File: src/include/cod_defines.vh
// Notes on behaviour
// [RULE1] 1011 bbba ffffffff tests bit, skips next word when clear; 1, 2 or 3 cycles
// [RULE2] 1010 bbba ffffffff tests bit, skips next word when set; same cycle counts
// [RULE3] 1110 0ccc nnnnnnnn branches on one of eight flag conditions; flags untouched
// [RULE4] branch takes one cycle when false, two with counter load when true
// [RULE5] call is 1110 110s plus 1111 word, two cycles, s asks shadow save
// [RULE6] jump is 1110 1111 plus 1111 word, two cycles, flags untouched
// [RULE7] 0x0006 drops stack top, 0x0005 pushes next address, one cycle each
// [RULE8] 0000 0000 0001 000s returns from interrupt, sets both enables, s restores shadow
// [RULE9] 0000 1100 kkkkkkkk loads literal to working register and returns, two cycles
// [RULE10] 0x0003 enters standby in one cycle and updates timeout and power-down flags
// [RULE11] counter-changing or true-test instructions take two cycles, second is no-operation; call and jump load the counter in their second cycle instead
// [RULE12] a lone 1111 word executes as no-operation
// [RULE13] skipped word is suppressed; a skipped two-word form costs one more cycle
`ifndef COD_DEFINES_VH
`define COD_DEFINES_VH

// opcode patterns
`define COD_NIB_SKIP_CLR 4'hb
`define COD_NIB_SKIP_SET 4'ha
`define COD_NIB_WORD2 4'hf
`define COD_TOP5_BRANCH 5'h1c
`define COD_TOP7_CALL 7'h76
`define COD_BYTE_JUMP 8'hef
`define COD_BYTE_LITRET 8'h0c
`define COD_TOP15_IRET 15'h0008
`define COD_WORD_POP 16'h0006
`define COD_WORD_PUSH 16'h0005
`define COD_WORD_STANDBY 16'h0003

// operation classes reported on op_class_o
`define COD_OP_NOP 4'h0
`define COD_OP_SKIP_CLR 4'h1
`define COD_OP_SKIP_SET 4'h2
`define COD_OP_BRANCH 4'h3
`define COD_OP_CALL 4'h4
`define COD_OP_JUMP 4'h5
`define COD_OP_POP 4'h6
`define COD_OP_PUSH 4'h7
`define COD_OP_IRET 4'h8
`define COD_OP_LITRET 4'h9
`define COD_OP_STANDBY 4'ha
`define COD_OP_OTHER 4'hb

// cycle figures
`define COD_CYC_ONE 2'h1
`define COD_CYC_TWO 2'h2
`define COD_CYC_THREE 2'h3

// register byte offsets
`define COD_REG_CTRL 4'h0
`define COD_REG_STATUS 4'h4
`define COD_REG_COUNT 4'h8

// field positions
`define COD_CTRL_EN_BIT 0
`define COD_STAT_BAD2_BIT 7
`define COD_CTRL_RESET 1'b1

`endif

File: src/design/cod_cond_eval.v
`timescale 1ns/1ps
// branch condition: upper two bits pick the flag, low bit inverts
module cod_cond_eval (
    input wire [2:0] cond_i,
    input wire flag_z_i,
    input wire flag_c_i,
    input wire flag_ov_i,
    input wire flag_n_i,
    output reg taken_o
);
    reg sel;

    // even codes test the flag set, odd codes test it clear
    always @* begin
        sel = 1'b0;
        case (cond_i[2:1])
            2'h0: sel = flag_z_i;
            2'h1: sel = flag_c_i;
            2'h2: sel = flag_ov_i;
            2'h3: sel = flag_n_i;
            default: sel = 1'b0;
        endcase
        taken_o = sel ^ cond_i[0]; // RULE3
    end
endmodule

File: src/design/cod_decoder.v
// Decided for this implementation: the placing of the registers and register access over Avalon-MM.
`timescale 1ns/1ps
`include "cod_defines.vh"
module cod_decoder (
    input wire sys_clk_i,
    input wire sys_rst_i,
    input wire instr_valid_i,
    input wire [15:0] instr_word_i,
    output wire instr_ready_o,
    input wire bit_value_i,
    input wire flag_z_i,
    input wire flag_c_i,
    input wire flag_ov_i,
    input wire flag_n_i,
    output reg op_valid_o,
    output reg [3:0] op_class_o,
    output reg suppress_o,
    output reg [2:0] bit_index_o,
    output reg access_sel_o,
    output reg [7:0] reg_addr_o,
    output reg pc_rel_load_o,
    output reg [7:0] pc_offset_o,
    output reg pc_abs_load_o,
    output reg [19:0] pc_target_o,
    output reg pc_stack_load_o,
    output reg stack_push_o,
    output reg stack_pop_o,
    output reg shadow_save_o,
    output reg shadow_restore_o,
    output reg global_high_irq_enable_set_o,
    output reg peripheral_low_irq_enable_set_o,
    output reg working_register_load_o,
    output reg [7:0] working_register_data_o,
    output reg standby_o,
    output reg power_flags_upd_o,
    input wire [3:0] avs_address_i,
    input wire avs_read_i,
    input wire avs_write_i,
    input wire [31:0] avs_writedata_i,
    input wire [3:0] avs_byteenable_i,
    output reg [31:0] avs_readdata_o,
    output reg avs_waitrequest_o
);
    localparam [2:0] S_DEC = 3'h0;
    localparam [2:0] S_WORD2 = 3'h1;
    localparam [2:0] S_FLUSH = 3'h2;
    localparam [2:0] S_SKIP1 = 3'h3;
    localparam [2:0] S_SKIP2 = 3'h4;

    reg [2:0] state_q, state_d;
    reg ready_q, en_q, bad2_q, bad2_set, done;
    reg call_q, call_d, save_q, save_d;
    reg [7:0] low_q, low_d;
    reg [3:0] last_op_q, last_op_d;
    reg [1:0] last_cyc_q, last_cyc_d;
    reg [15:0] count_q;
    reg op_valid_d, suppress_d, pc_rel_d, pc_abs_d, pc_stack_d;
    reg push_d, pop_d, save_out_d, restore_d, irq_set_d, working_register_ld_d, standby_d, pflags_d;
    reg [3:0] op_class_d;
    reg [19:0] target_d;
    wire take, taken, is_two_first, bus_req, bus_acc;
    wire [15:0] w;

    assign instr_ready_o = ready_q;
    assign take = instr_valid_i & ready_q;
    assign w = instr_word_i;
    assign is_two_first = (w[15:9] == `COD_TOP7_CALL) | (w[15:8] == `COD_BYTE_JUMP);
    assign bus_req = avs_read_i | avs_write_i;
    assign bus_acc = bus_req & ~avs_waitrequest_o;

    cod_cond_eval u_cond (
        .cond_i(w[10:8]),
        .flag_z_i(flag_z_i),
        .flag_c_i(flag_c_i),
        .flag_ov_i(flag_ov_i),
        .flag_n_i(flag_n_i),
        .taken_o(taken)
    );

    // next-state and one-cycle command pulses
    always @* begin
        state_d = state_q;
        call_d = call_q;
        save_d = save_q;
        low_d = low_q;
        last_op_d = last_op_q;
        last_cyc_d = last_cyc_q;
        bad2_set = 1'b0;
        done = 1'b0;
        op_valid_d = 1'b0;
        op_class_d = `COD_OP_NOP;
        suppress_d = 1'b0;
        pc_rel_d = 1'b0;
        pc_abs_d = 1'b0;
        pc_stack_d = 1'b0;
        push_d = 1'b0;
        pop_d = 1'b0;
        save_out_d = 1'b0;
        restore_d = 1'b0;
        irq_set_d = 1'b0;
        working_register_ld_d = 1'b0;
        standby_d = 1'b0;
        pflags_d = 1'b0;
        target_d = pc_target_o;
        case (state_q)
            S_DEC: begin
                if (take) begin
                    op_valid_d = 1'b1;
                    done = 1'b1;
                    last_cyc_d = `COD_CYC_ONE;
                    // disabled decoder turns every word into a no-operation
                    if (!en_q) begin
                        op_class_d = `COD_OP_NOP;
                    end else if (w[15:12] == `COD_NIB_SKIP_CLR) begin
                        op_class_d = `COD_OP_SKIP_CLR;
                        if (!bit_value_i) begin
                            state_d = S_SKIP1; // RULE1
                            done = 1'b0;
                        end
                    end else if (w[15:12] == `COD_NIB_SKIP_SET) begin
                        op_class_d = `COD_OP_SKIP_SET;
                        if (bit_value_i) begin
                            state_d = S_SKIP1; // RULE2
                            done = 1'b0;
                        end
                    end else if (w[15:11] == `COD_TOP5_BRANCH) begin
                        op_class_d = `COD_OP_BRANCH;
                        // false condition finishes here in one cycle
                        if (taken) begin
                            pc_rel_d = 1'b1; // RULE4
                            state_d = S_FLUSH; // RULE11
                            done = 1'b0;
                        end
                    end else if (w[15:8] == `COD_BYTE_JUMP) begin
                        op_class_d = `COD_OP_JUMP;
                        low_d = w[7:0]; // RULE6
                        call_d = 1'b0;
                        save_d = 1'b0;
                        state_d = S_WORD2;
                        done = 1'b0;
                    end else if (w[15:9] == `COD_TOP7_CALL) begin
                        op_class_d = `COD_OP_CALL;
                        low_d = w[7:0]; // RULE5
                        call_d = 1'b1;
                        save_d = w[8];
                        state_d = S_WORD2;
                        done = 1'b0;
                    end else if (w == `COD_WORD_POP) begin
                        op_class_d = `COD_OP_POP;
                        pop_d = 1'b1; // RULE7
                    end else if (w == `COD_WORD_PUSH) begin
                        op_class_d = `COD_OP_PUSH;
                        push_d = 1'b1; // RULE7
                    end else if (w[15:1] == `COD_TOP15_IRET) begin
                        op_class_d = `COD_OP_IRET;
                        pc_stack_d = 1'b1; // RULE8
                        pop_d = 1'b1;
                        irq_set_d = 1'b1;
                        restore_d = w[0];
                        state_d = S_FLUSH; // RULE11
                        done = 1'b0;
                    end else if (w[15:8] == `COD_BYTE_LITRET) begin
                        op_class_d = `COD_OP_LITRET;
                        working_register_ld_d = 1'b1; // RULE9
                        pc_stack_d = 1'b1;
                        pop_d = 1'b1;
                        state_d = S_FLUSH; // RULE11
                        done = 1'b0;
                    end else if (w == `COD_WORD_STANDBY) begin
                        op_class_d = `COD_OP_STANDBY;
                        standby_d = 1'b1; // RULE10
                        pflags_d = 1'b1;
                    end else if (w[15:12] == `COD_NIB_WORD2) begin
                        op_class_d = `COD_OP_NOP; // RULE12
                    end else begin
                        op_class_d = `COD_OP_OTHER;
                    end
                    last_op_d = op_class_d;
                end
            end
            S_WORD2: begin
                // second cycle of call or jump consumes the high target word
                if (take) begin
                    op_valid_d = 1'b1;
                    op_class_d = call_q ? `COD_OP_CALL : `COD_OP_JUMP;
                    done = 1'b1;
                    last_cyc_d = `COD_CYC_TWO;
                    state_d = S_DEC;
                    if (w[15:12] == `COD_NIB_WORD2) begin
                        target_d = {w[11:0], low_q}; // RULE5 RULE6
                        pc_abs_d = 1'b1;
                        push_d = call_q;
                        save_out_d = call_q & save_q;
                    end else begin
                        // malformed pair: drop the transfer, flag it to software
                        bad2_set = 1'b1;
                    end
                end
            end
            S_FLUSH: begin
                // dead cycle while the fetch path refills from the new address
                op_valid_d = 1'b1;
                op_class_d = `COD_OP_NOP; // RULE11
                done = 1'b1;
                last_cyc_d = `COD_CYC_TWO;
                state_d = S_DEC;
            end
            S_SKIP1: begin
                if (take) begin
                    op_valid_d = 1'b1;
                    op_class_d = `COD_OP_NOP;
                    suppress_d = 1'b1; // RULE13
                    if (is_two_first & en_q) begin
                        state_d = S_SKIP2; // RULE13
                    end else begin
                        state_d = S_DEC;
                        done = 1'b1;
                        last_cyc_d = `COD_CYC_TWO; // RULE1 RULE2
                    end
                end
            end
            S_SKIP2: begin
                if (take) begin
                    op_valid_d = 1'b1;
                    op_class_d = `COD_OP_NOP;
                    suppress_d = 1'b1; // RULE13
                    state_d = S_DEC;
                    done = 1'b1;
                    last_cyc_d = `COD_CYC_THREE; // RULE1 RULE2
                end
            end
            default: state_d = S_DEC;
        endcase
    end

    // decoder state and registered command outputs
    always @(posedge sys_clk_i or posedge sys_rst_i) begin
        if (sys_rst_i) begin
            state_q <= S_DEC;
            ready_q <= 1'b1;
            call_q <= 1'b0;
            save_q <= 1'b0;
            low_q <= 8'h00;
            last_op_q <= `COD_OP_NOP;
            last_cyc_q <= 2'h0;
            count_q <= 16'h0000;
            op_valid_o <= 1'b0;
            op_class_o <= `COD_OP_NOP;
            suppress_o <= 1'b0;
            bit_index_o <= 3'h0;
            access_sel_o <= 1'b0;
            reg_addr_o <= 8'h00;
            pc_rel_load_o <= 1'b0;
            pc_offset_o <= 8'h00;
            pc_abs_load_o <= 1'b0;
            pc_target_o <= 20'h00000;
            pc_stack_load_o <= 1'b0;
            stack_push_o <= 1'b0;
            stack_pop_o <= 1'b0;
            shadow_save_o <= 1'b0;
            shadow_restore_o <= 1'b0;
            global_high_irq_enable_set_o <= 1'b0;
            peripheral_low_irq_enable_set_o <= 1'b0;
            working_register_load_o <= 1'b0;
            working_register_data_o <= 8'h00;
            standby_o <= 1'b0;
            power_flags_upd_o <= 1'b0;
        end else begin
            state_q <= state_d;
            ready_q <= (state_d != S_FLUSH);
            call_q <= call_d;
            save_q <= save_d;
            low_q <= low_d;
            last_op_q <= last_op_d;
            last_cyc_q <= last_cyc_d;
            if (done) begin
                count_q <= count_q + 16'h0001;
            end
            op_valid_o <= op_valid_d;
            op_class_o <= op_class_d;
            suppress_o <= suppress_d;
            pc_rel_load_o <= pc_rel_d;
            pc_abs_load_o <= pc_abs_d;
            pc_target_o <= target_d;
            pc_stack_load_o <= pc_stack_d;
            stack_push_o <= push_d;
            stack_pop_o <= pop_d;
            shadow_save_o <= save_out_d;
            shadow_restore_o <= restore_d;
            global_high_irq_enable_set_o <= irq_set_d;
            peripheral_low_irq_enable_set_o <= irq_set_d;
            working_register_load_o <= working_register_ld_d;
            standby_o <= standby_d;
            power_flags_upd_o <= pflags_d;
            // operand fields follow every accepted word in the decode state
            if (take && state_q == S_DEC) begin
                bit_index_o <= w[11:9];
                access_sel_o <= w[8];
                reg_addr_o <= w[7:0];
                pc_offset_o <= w[7:0];
                working_register_data_o <= w[7:0];
            end
        end
    end

    // avalon slave: one wait cycle, then the access is taken
    always @(posedge sys_clk_i or posedge sys_rst_i) begin
        if (sys_rst_i) begin
            avs_waitrequest_o <= 1'b1;
            avs_readdata_o <= 32'h00000000;
            en_q <= `COD_CTRL_RESET;
            bad2_q <= 1'b0;
        end else begin
            avs_waitrequest_o <= ~(bus_req & avs_waitrequest_o);
            if (avs_read_i && avs_waitrequest_o) begin
                case (avs_address_i)
                    `COD_REG_CTRL: avs_readdata_o <= {31'h00000000, en_q};
                    `COD_REG_STATUS: avs_readdata_o <= {24'h000000, bad2_q,
                        (state_q == S_SKIP1) | (state_q == S_SKIP2), last_cyc_q, last_op_q};
                    `COD_REG_COUNT: avs_readdata_o <= {16'h0000, count_q};
                    default: avs_readdata_o <= 32'h00000000;
                endcase
            end
            if (bus_acc && avs_write_i && avs_byteenable_i[0]
                && avs_address_i == `COD_REG_CTRL) begin
                en_q <= avs_writedata_i[`COD_CTRL_EN_BIT];
            end
            // a new malformed pair wins over a clear in the same cycle
            if (bad2_set) begin
                bad2_q <= 1'b1;
            end else if (bus_acc && avs_write_i && avs_byteenable_i[0]
                && avs_address_i == `COD_REG_STATUS
                && avs_writedata_i[`COD_STAT_BAD2_BIT]) begin
                bad2_q <= 1'b0;
            end
        end
    end
endmodule

File: config.mk
export PLATFORM = sky130hd
export DESIGN_NAME = cod_decoder
export DESIGN_NICKNAME = d
export VERILOG_FILES = /design/src/design/cod_cond_eval.v /design/src/design/cod_decoder.v
export VERILOG_INCLUDE_DIRS = /design/src /design/src/include
export SDC_FILE = /design/constraint.sdc
export NUM_CORES = 1
export LEC_CHECK = 0
export CAP_MARGIN = 10
export CELL_PAD_IN_SITES_DETAIL_PLACEMENT = 0
export CELL_PAD_IN_SITES_GLOBAL_PLACEMENT = 2
export CORE_MARGIN = 1
export CORE_UTILIZATION = 40
export CTS_BUF_LIST = sky130_fd_sc_hd__clkbuf_8
export DETAILED_ROUTE_END_ITERATION = 8
export DONT_BUFFER_PORTS = 1
export GPL_ROUTABILITY_DRIVEN = 0
export HOLD_SLACK_MARGIN = 0.1
export PLACE_DENSITY_LB_ADDON = 0.1
export SYNTH_ARGS = -nofsm -noshare
export SYNTH_HDL_FRONTEND = slang
export SYNTH_SLANG_ARGS = --single-unit
File: constraint.sdc
create_clock -name sys_clk_i -period 4.2 [get_ports sys_clk_i]
set_clock_uncertainty 0.05 [all_clocks]
set_input_delay 0.42 -clock sys_clk_i [delete_from_list [all_inputs] [get_ports sys_clk_i]]
set_output_delay 0.42 -clock sys_clk_i [all_outputs]
set_load 0.01 [all_outputs]
Word-level counts from Yosys, hierarchy flattened
Index checks and enable logic that the tools add are counted.
{ "word_totals": {"regBits": 119, "in_bits": 66, "out_inout_bits": 100, "word_cells": 255} }
{ "classes": {"addsub": 1, "n_eq_ne": 26, "n_mux": 165, "bitwise_logic": 14, "n_reduce_logical": 20} }
{ "op_table": {"columns": ["operator", "count"], "rows": [
  ["$mux W1", 119],
  ["$mux W3", 18],
  ["$mux W4", 13],
  ["$pmux W16 S3", 1],
  ["$eq A16 B3 Y1 const B", 2],
  ["$add A16 B1 Y16 const B", 1],
  ["$eq A16 B2 Y1 const B", 1],
  ["$eq A4 B4 Y1 const B", 4],
  ["$mux W8", 2],
  ["$eq A15 B4 Y1 const B", 1],
  ["$mux W2", 5],
  ["$ne A2 B2 Y1 const B", 5],
  ["$pmux W2 S5", 1],
  ["$pmux W3 S3", 1],
  ["$eq A8 B4 Y1 const B", 1],
  ["$eq A8 B8 Y1 const B", 1],
  ["$pmux W1 S4", 2],
  ["$pmux W4 S2", 1],
  ["$eq A7 B7 Y1 const B", 1],
  ["$logic_and A1 B1 Y1", 7],
  ["$reduce_and A7 Y1", 1],
  ["$eq A3 B2 Y1 const B", 2],
  ["$reduce_and A6 Y1", 1],
  ["$and A1 B1 Y1", 5],
  ["20 further kinds", 30]
]} }

Depth between registers and ports, before layout
{ "depth": {"word_depth": 15, "mapped_depth": 8} }

Modules after synthesis
From an unflattened synthesis, not the netlist that was laid out.
{ "unflattened": {"hier_cells": 458, "hier_area_um2": 5064.9} }
{ "modules_own_cells": {"columns": ["module", "n_inst", "cells_each", "area_each_um2", "seq_area_each_um2"], "rows": [
  ["cod_decoder", 1, 456, 5033.6, 2581.2],
  ["cod_cond_eval", 1, 2, 31.3, 0.0]
]} }

Worst setup path after synthesis
Ideal clock, no wire load.
{ "synth_path": {"path_kind": "input port to flip-flop", "start": "input instr_word_i[12]", "end": "register count_q[1]", "setup_ns": 0.125, "arrival_ns": 2.029, "required_time_ns": 4.025, "path_slack_ns": 1.996, "path_stages": 6, "path_buffers": 1, "cell_sequence": "buf_6 nand4b_4 or3_4 a2111oi_4 o31ai_2 mux2_4"} }
{ "synth_via": {"elab_chain_cells": 13, "elab_cells_between_ends": 25, "cone_classes": "eq/ne: 9; mux: 14; bitwise: 2"} }
{ "synth_rtl": {"columns": ["item", "line_no", "text"], "rows": [
  ["start: declaration", "cod_decoder.v:8", "input wire [15:0] instr_word_i,"],
  ["$eq A8 B4 Y1 (no source line)", null, null],
  ["$mux W1", "cod_decoder.v:162", "end else if (w[15:8] == `COD_BYTE_LITRET) begin"],
  ["$mux W1", "cod_decoder.v:154", "end else if (w[15:1] == `COD_TOP15_IRET) begin"],
  ["$mux W1", "cod_decoder.v:151", "end else if (w == `COD_WORD_PUSH) begin"],
  ["$mux W1", "cod_decoder.v:148", "end else if (w == `COD_WORD_POP) begin"],
  ["$mux W1", "cod_decoder.v:141", "end else if (w[15:9] == `COD_TOP7_CALL) begin"],
  ["$mux W1", "cod_decoder.v:134", "end else if (w[15:8] == `COD_BYTE_JUMP) begin"],
  ["$mux W1", "cod_decoder.v:126", "end else if (w[15:11] == `COD_TOP5_BRANCH) begin"],
  ["$mux W1", "cod_decoder.v:120", "end else if (w[15:12] == `COD_NIB_SKIP_SET) begin"],
  ["$mux W1", "cod_decoder.v:114", "end else if (w[15:12] == `COD_NIB_SKIP_CLR) begin"],
  ["$mux W1", "cod_decoder.v:112", "if (!en_q) begin"],
  ["$mux W1", "cod_decoder.v:107", "if (take) begin"],
  ["$pmux W1 S4 (*)", "cod_decoder.v:105", "case (state_q)"],
  ["end signal: assignment", "cod_decoder.v:277", "count_q <= count_q + 16'h0001;"],
  ["end: declaration", "cod_decoder.v:56", "reg [15:0] count_q;"]
]} }
Mark *: on every way between the ends. The rest lies on a longest branch, timed or not.
A chain may end at the register's enable or synchronous reset.

Worst setup path in the final report
{ "layout_path": {"start": "register state_q[0]", "end": "register count_q[2]"} }
{ "layout_via": {"elab_chain_cells": 3, "elab_cells_between_ends": 7, "cone_classes": "eq/ne: 4; mux: 1; reduce/logical: 2"} }
{ "layout_rtl": {"columns": ["item", "line_no", "text"], "rows": [
  ["start: declaration", "cod_decoder.v:50", "reg [2:0] state_q, state_d;"],
  ["start signal: assignment", "cod_decoder.v:269", "state_q <= state_d;"],
  ["$eq A3 B3 Y1 / $eq A3 B1 Y1 (equally long branches)", "cod_decoder.v:105", null],
  ["$reduce_or A2 Y1 (no source line)", null, null],
  ["$pmux W1 S4 (*)", "cod_decoder.v:105", null]
]} }
Marks and branches as above.

==> out/results.ini <==
[setup_path]
crit_path_start_kind=flip-flop
path_cells=and4bb_2, nand2_1, and2_0, buf_4, a311oi_1, o211ai_2
max_stage_delay_ps=610
critPathKind=flip-flop to flip-flop
critPathRequiredTime_ps=4420
cp_top_family=simple AND/OR/NAND/NOR gates
cp_max_fo=17
end_kind=flip-flop
crit_buf_inv=1
slowest_stage=and2_0
cp.arrival_ps=3270

[floorplanning]
die_x_microns=118.9
core_area_sq_um=13300
ios=166
die_y_microns=118.9
die-area_sq_um=14130
start_util_pct=41.08
row_count=42

[clock_tree]
clkTransAtPathRegs_ps=120
worstSkewPairLatency_ps=400
cts_tree=built
clock-sinks=103
cts_hold_buf=14
postCtsSetupBuffers=0
root_buffer=clkbuf_8
cts.path.max_buffers=2
numCtsBuffers=9
h-tree-depth=3
postCtsResizedCells=0

[route]
drt_wl_total_mm=14.60
ant_nets=0
dr.pass1.iters=4
vias_per_cell=5.776
drt-initial-drc-count=214
wl_per_cell_microns=20.60
dr_total_vias=4095
drcViolationCount=0

[timing]
period_minus_slack_ps=3051
hold_viol=0
drv_slew=0
tns_ps=0
hold_ws_ps=121.2
tightest_slew_ps=843.5
fin_crit_sh_pct=72.65
max_slew_margin_pct=42.32
setup_viol=0
rsz0062_at_grt=no
fmax_mhz=327.7

[grt]
grt_max_degree=65
track_usage_pct=21.75
grt_pass1_wl_mm=23.39
grt_pass1_vias=4183
grt_remaining_overflow=0
antenna_found_initial=0

[power]
power_density_nw_per_um2=478.8
p_switching_w=0.001032
p_int_w=0.001707
comb_power_share_pct=26.5
seqPwrFrac_pct=48.4
ir_drop_mv=0.1990
clkPwrFrac_pct=25.1
netSwitchingFraction_pct=37.69
leakagePower_nw=2.478

[outcome]
status=completed

[cells_and_area]
antenna_cells=0
layout-drive-gt1-share_pct=15.20
nNetsFinal=595
final_cell_mix=nand2_1, dfrtp_1, mux2_2
area_delta_synth_final_pct=4.765
final_area_sq_um=5722

[synthesis]
synth.distinct_cells=77
synth_ff_type=dfrtp_1
synth_mux_area_share_pct=6.438
async_flop_share_pct=100.0
syn_area_per_cell_sq_um=9.966
synth_xor_area_share_pct=0.8018
synth-seq-cells=103
syn_area_sq_um=5461
synthCells=548
synthAdderAreaFrac_pct=0.2291
yosysSeqAreaShare_pct=47.26
synth_top_family_by_area=simple AND/OR/NAND/NOR gates
synth_compound_area_share_pct=15.76
yosys_warnings=0
synth_edf_count=0
synthSimpleGateAreaFrac_pct=20.89

[run]
maxCapViolations=0

[hold_path]
hold_path.class=input port to flip-flop

[placement]
placed_cell_area_sq_um=5366
numPortBuffers=0
hpwl_mm=9.782

synthesized netlist by cell type, drive strengths merged, types with 4 or more instances:
library cell	count	area, sq um
and2	6	38.79
nand3	11	55.05
clkbuf	19	71.32
nand2	101	381.6
a22oi	6	45.04
nor4	5	43.79
a21oi	9	45.04
or4	8	61.31
inv	9	33.78
buf	47	352.8
a2111oi	10	106.4
o21ai	27	135.1
nand2b	7	43.79
a21o	4	30.03
o21a	10	75.07
mux2	28	319.1
nor3	16	80.08
nand4	18	118.9
dfrtp	100	2502
o211ai	13	122.6
nor2	16	62.56
a311oi	10	87.58
xor2	4	35.03
and3	7	45.05
power groups by stage:
stage / logic [W] / clock network [W] / registers [W]
final: 0.000725 / 0.000688 / 0.00133
after global routing: 0.000827 / 0.000741 / 0.00135
after CTS: 0.000721 / 0.000713 / 0.00133
after detailed placement: 0.000701 / 0 / 0.00134
after global placement: 0.000682 / 0 / 0.00134
after floorplan: 0.000696 / 0 / 0.00123
path summary, 6_finish.rpt:
| check | from | end | slack [ps] | depth (start not counted) |
|---|---|---|---|---|
| setup / recovery | state_q[0] | count_q[2] | 1150 | 6 |
| hold / removal | instr_word_i[3] | low_q[3] | 120 | 1 |
| setup reg to reg | state_q[0] | count_q[2] | 1150 | 6 |
| hold reg to reg | low_q[0] | low_q[0] | 440 | 2 |
| max in group asynchronous | sys_rst_i | pc_target_o[11] | 2490 | 3 |
| min in group asynchronous | sys_rst_i | avs_readdata_o[14] | 580 | 2 |
logic make-up (layout without fill, tap and decap cells):
logic type / Yosys count / after routing
adders and majority gates: 1 / 1
DFF: 103 / 103
xor gates and xnor gates: 5 / 5
and+or+nand+nor: 219 / 219
AOI/OAI and AO/OA: 113 / 113
other: 1 / 16
buffers and inverters: 76 / 46
muxes: 30 / 30
state kept, by name, summed over array words and instances (netlist names), 2 cells and up:
| name | cells |
|---|---|
| working_register_data_o | 8 |
| last_cyc_q | 2 |
| low_q | 8 |
| bit_index_o | 3 |
| op_class_o | 4 |
| state_q | 3 |
| pc_target_o | 20 |
| avs_readdata_o | 16 |
| last_op_q | 4 |
| count_q | 16 |
worst reg2reg max path, stage by stage (launching register included):
cell and delay (ps):
dfrtp_1 590, and4bb_2 460, nand2_1 380, and2_0 610, buf_4 330, a311oi_1 380, o211ai_2 130
area by class of cell:
class                      count  area (sq um)
clock buffer                   9         123.9
clock inverter                 7         91.34
fill                        1333          7574
inverter                       9         36.28
multi-input combinational    384          2476
sequential                   103          2581
tap                          176         220.2
timing repair buffer          21         192.7
routing by layer:
| metal | global-route usage [%] | wire [microns] | vias up | share of wire [%] |
|---|---|---|---|---|
| met4 | 4.351 | 122 | 0 | 0.84 |
| li1 | - | - | 1912 | - |
| met5 | 0 | 0 | - | 0 |
| met1 | 24.91 | 5880 | 2058 | 40 |
| met2 | 39.14 | 7646 | 117 | 52 |
| met3 | 7.423 | 952 | 8 | 6.5 |
per-stage QoR:
stage | power, W | instances | utilization, % | setup WS (ps)
detailed placement | 0.002045 | 679 | 40.36 | 1209
finish | 0.002740 | 709 | 43.04 | 1149
global route | 0.002918 | 709 | 43.04 | 919.2
CTS | 0.002760 | 709 | 43.04 | 1126
global placement | 0.002021 | 679 | 40.36 | 1238
floorplan | 0.001923 | 563 | - | 1031
Note: power is estimated with default switching activity, not from simulation.
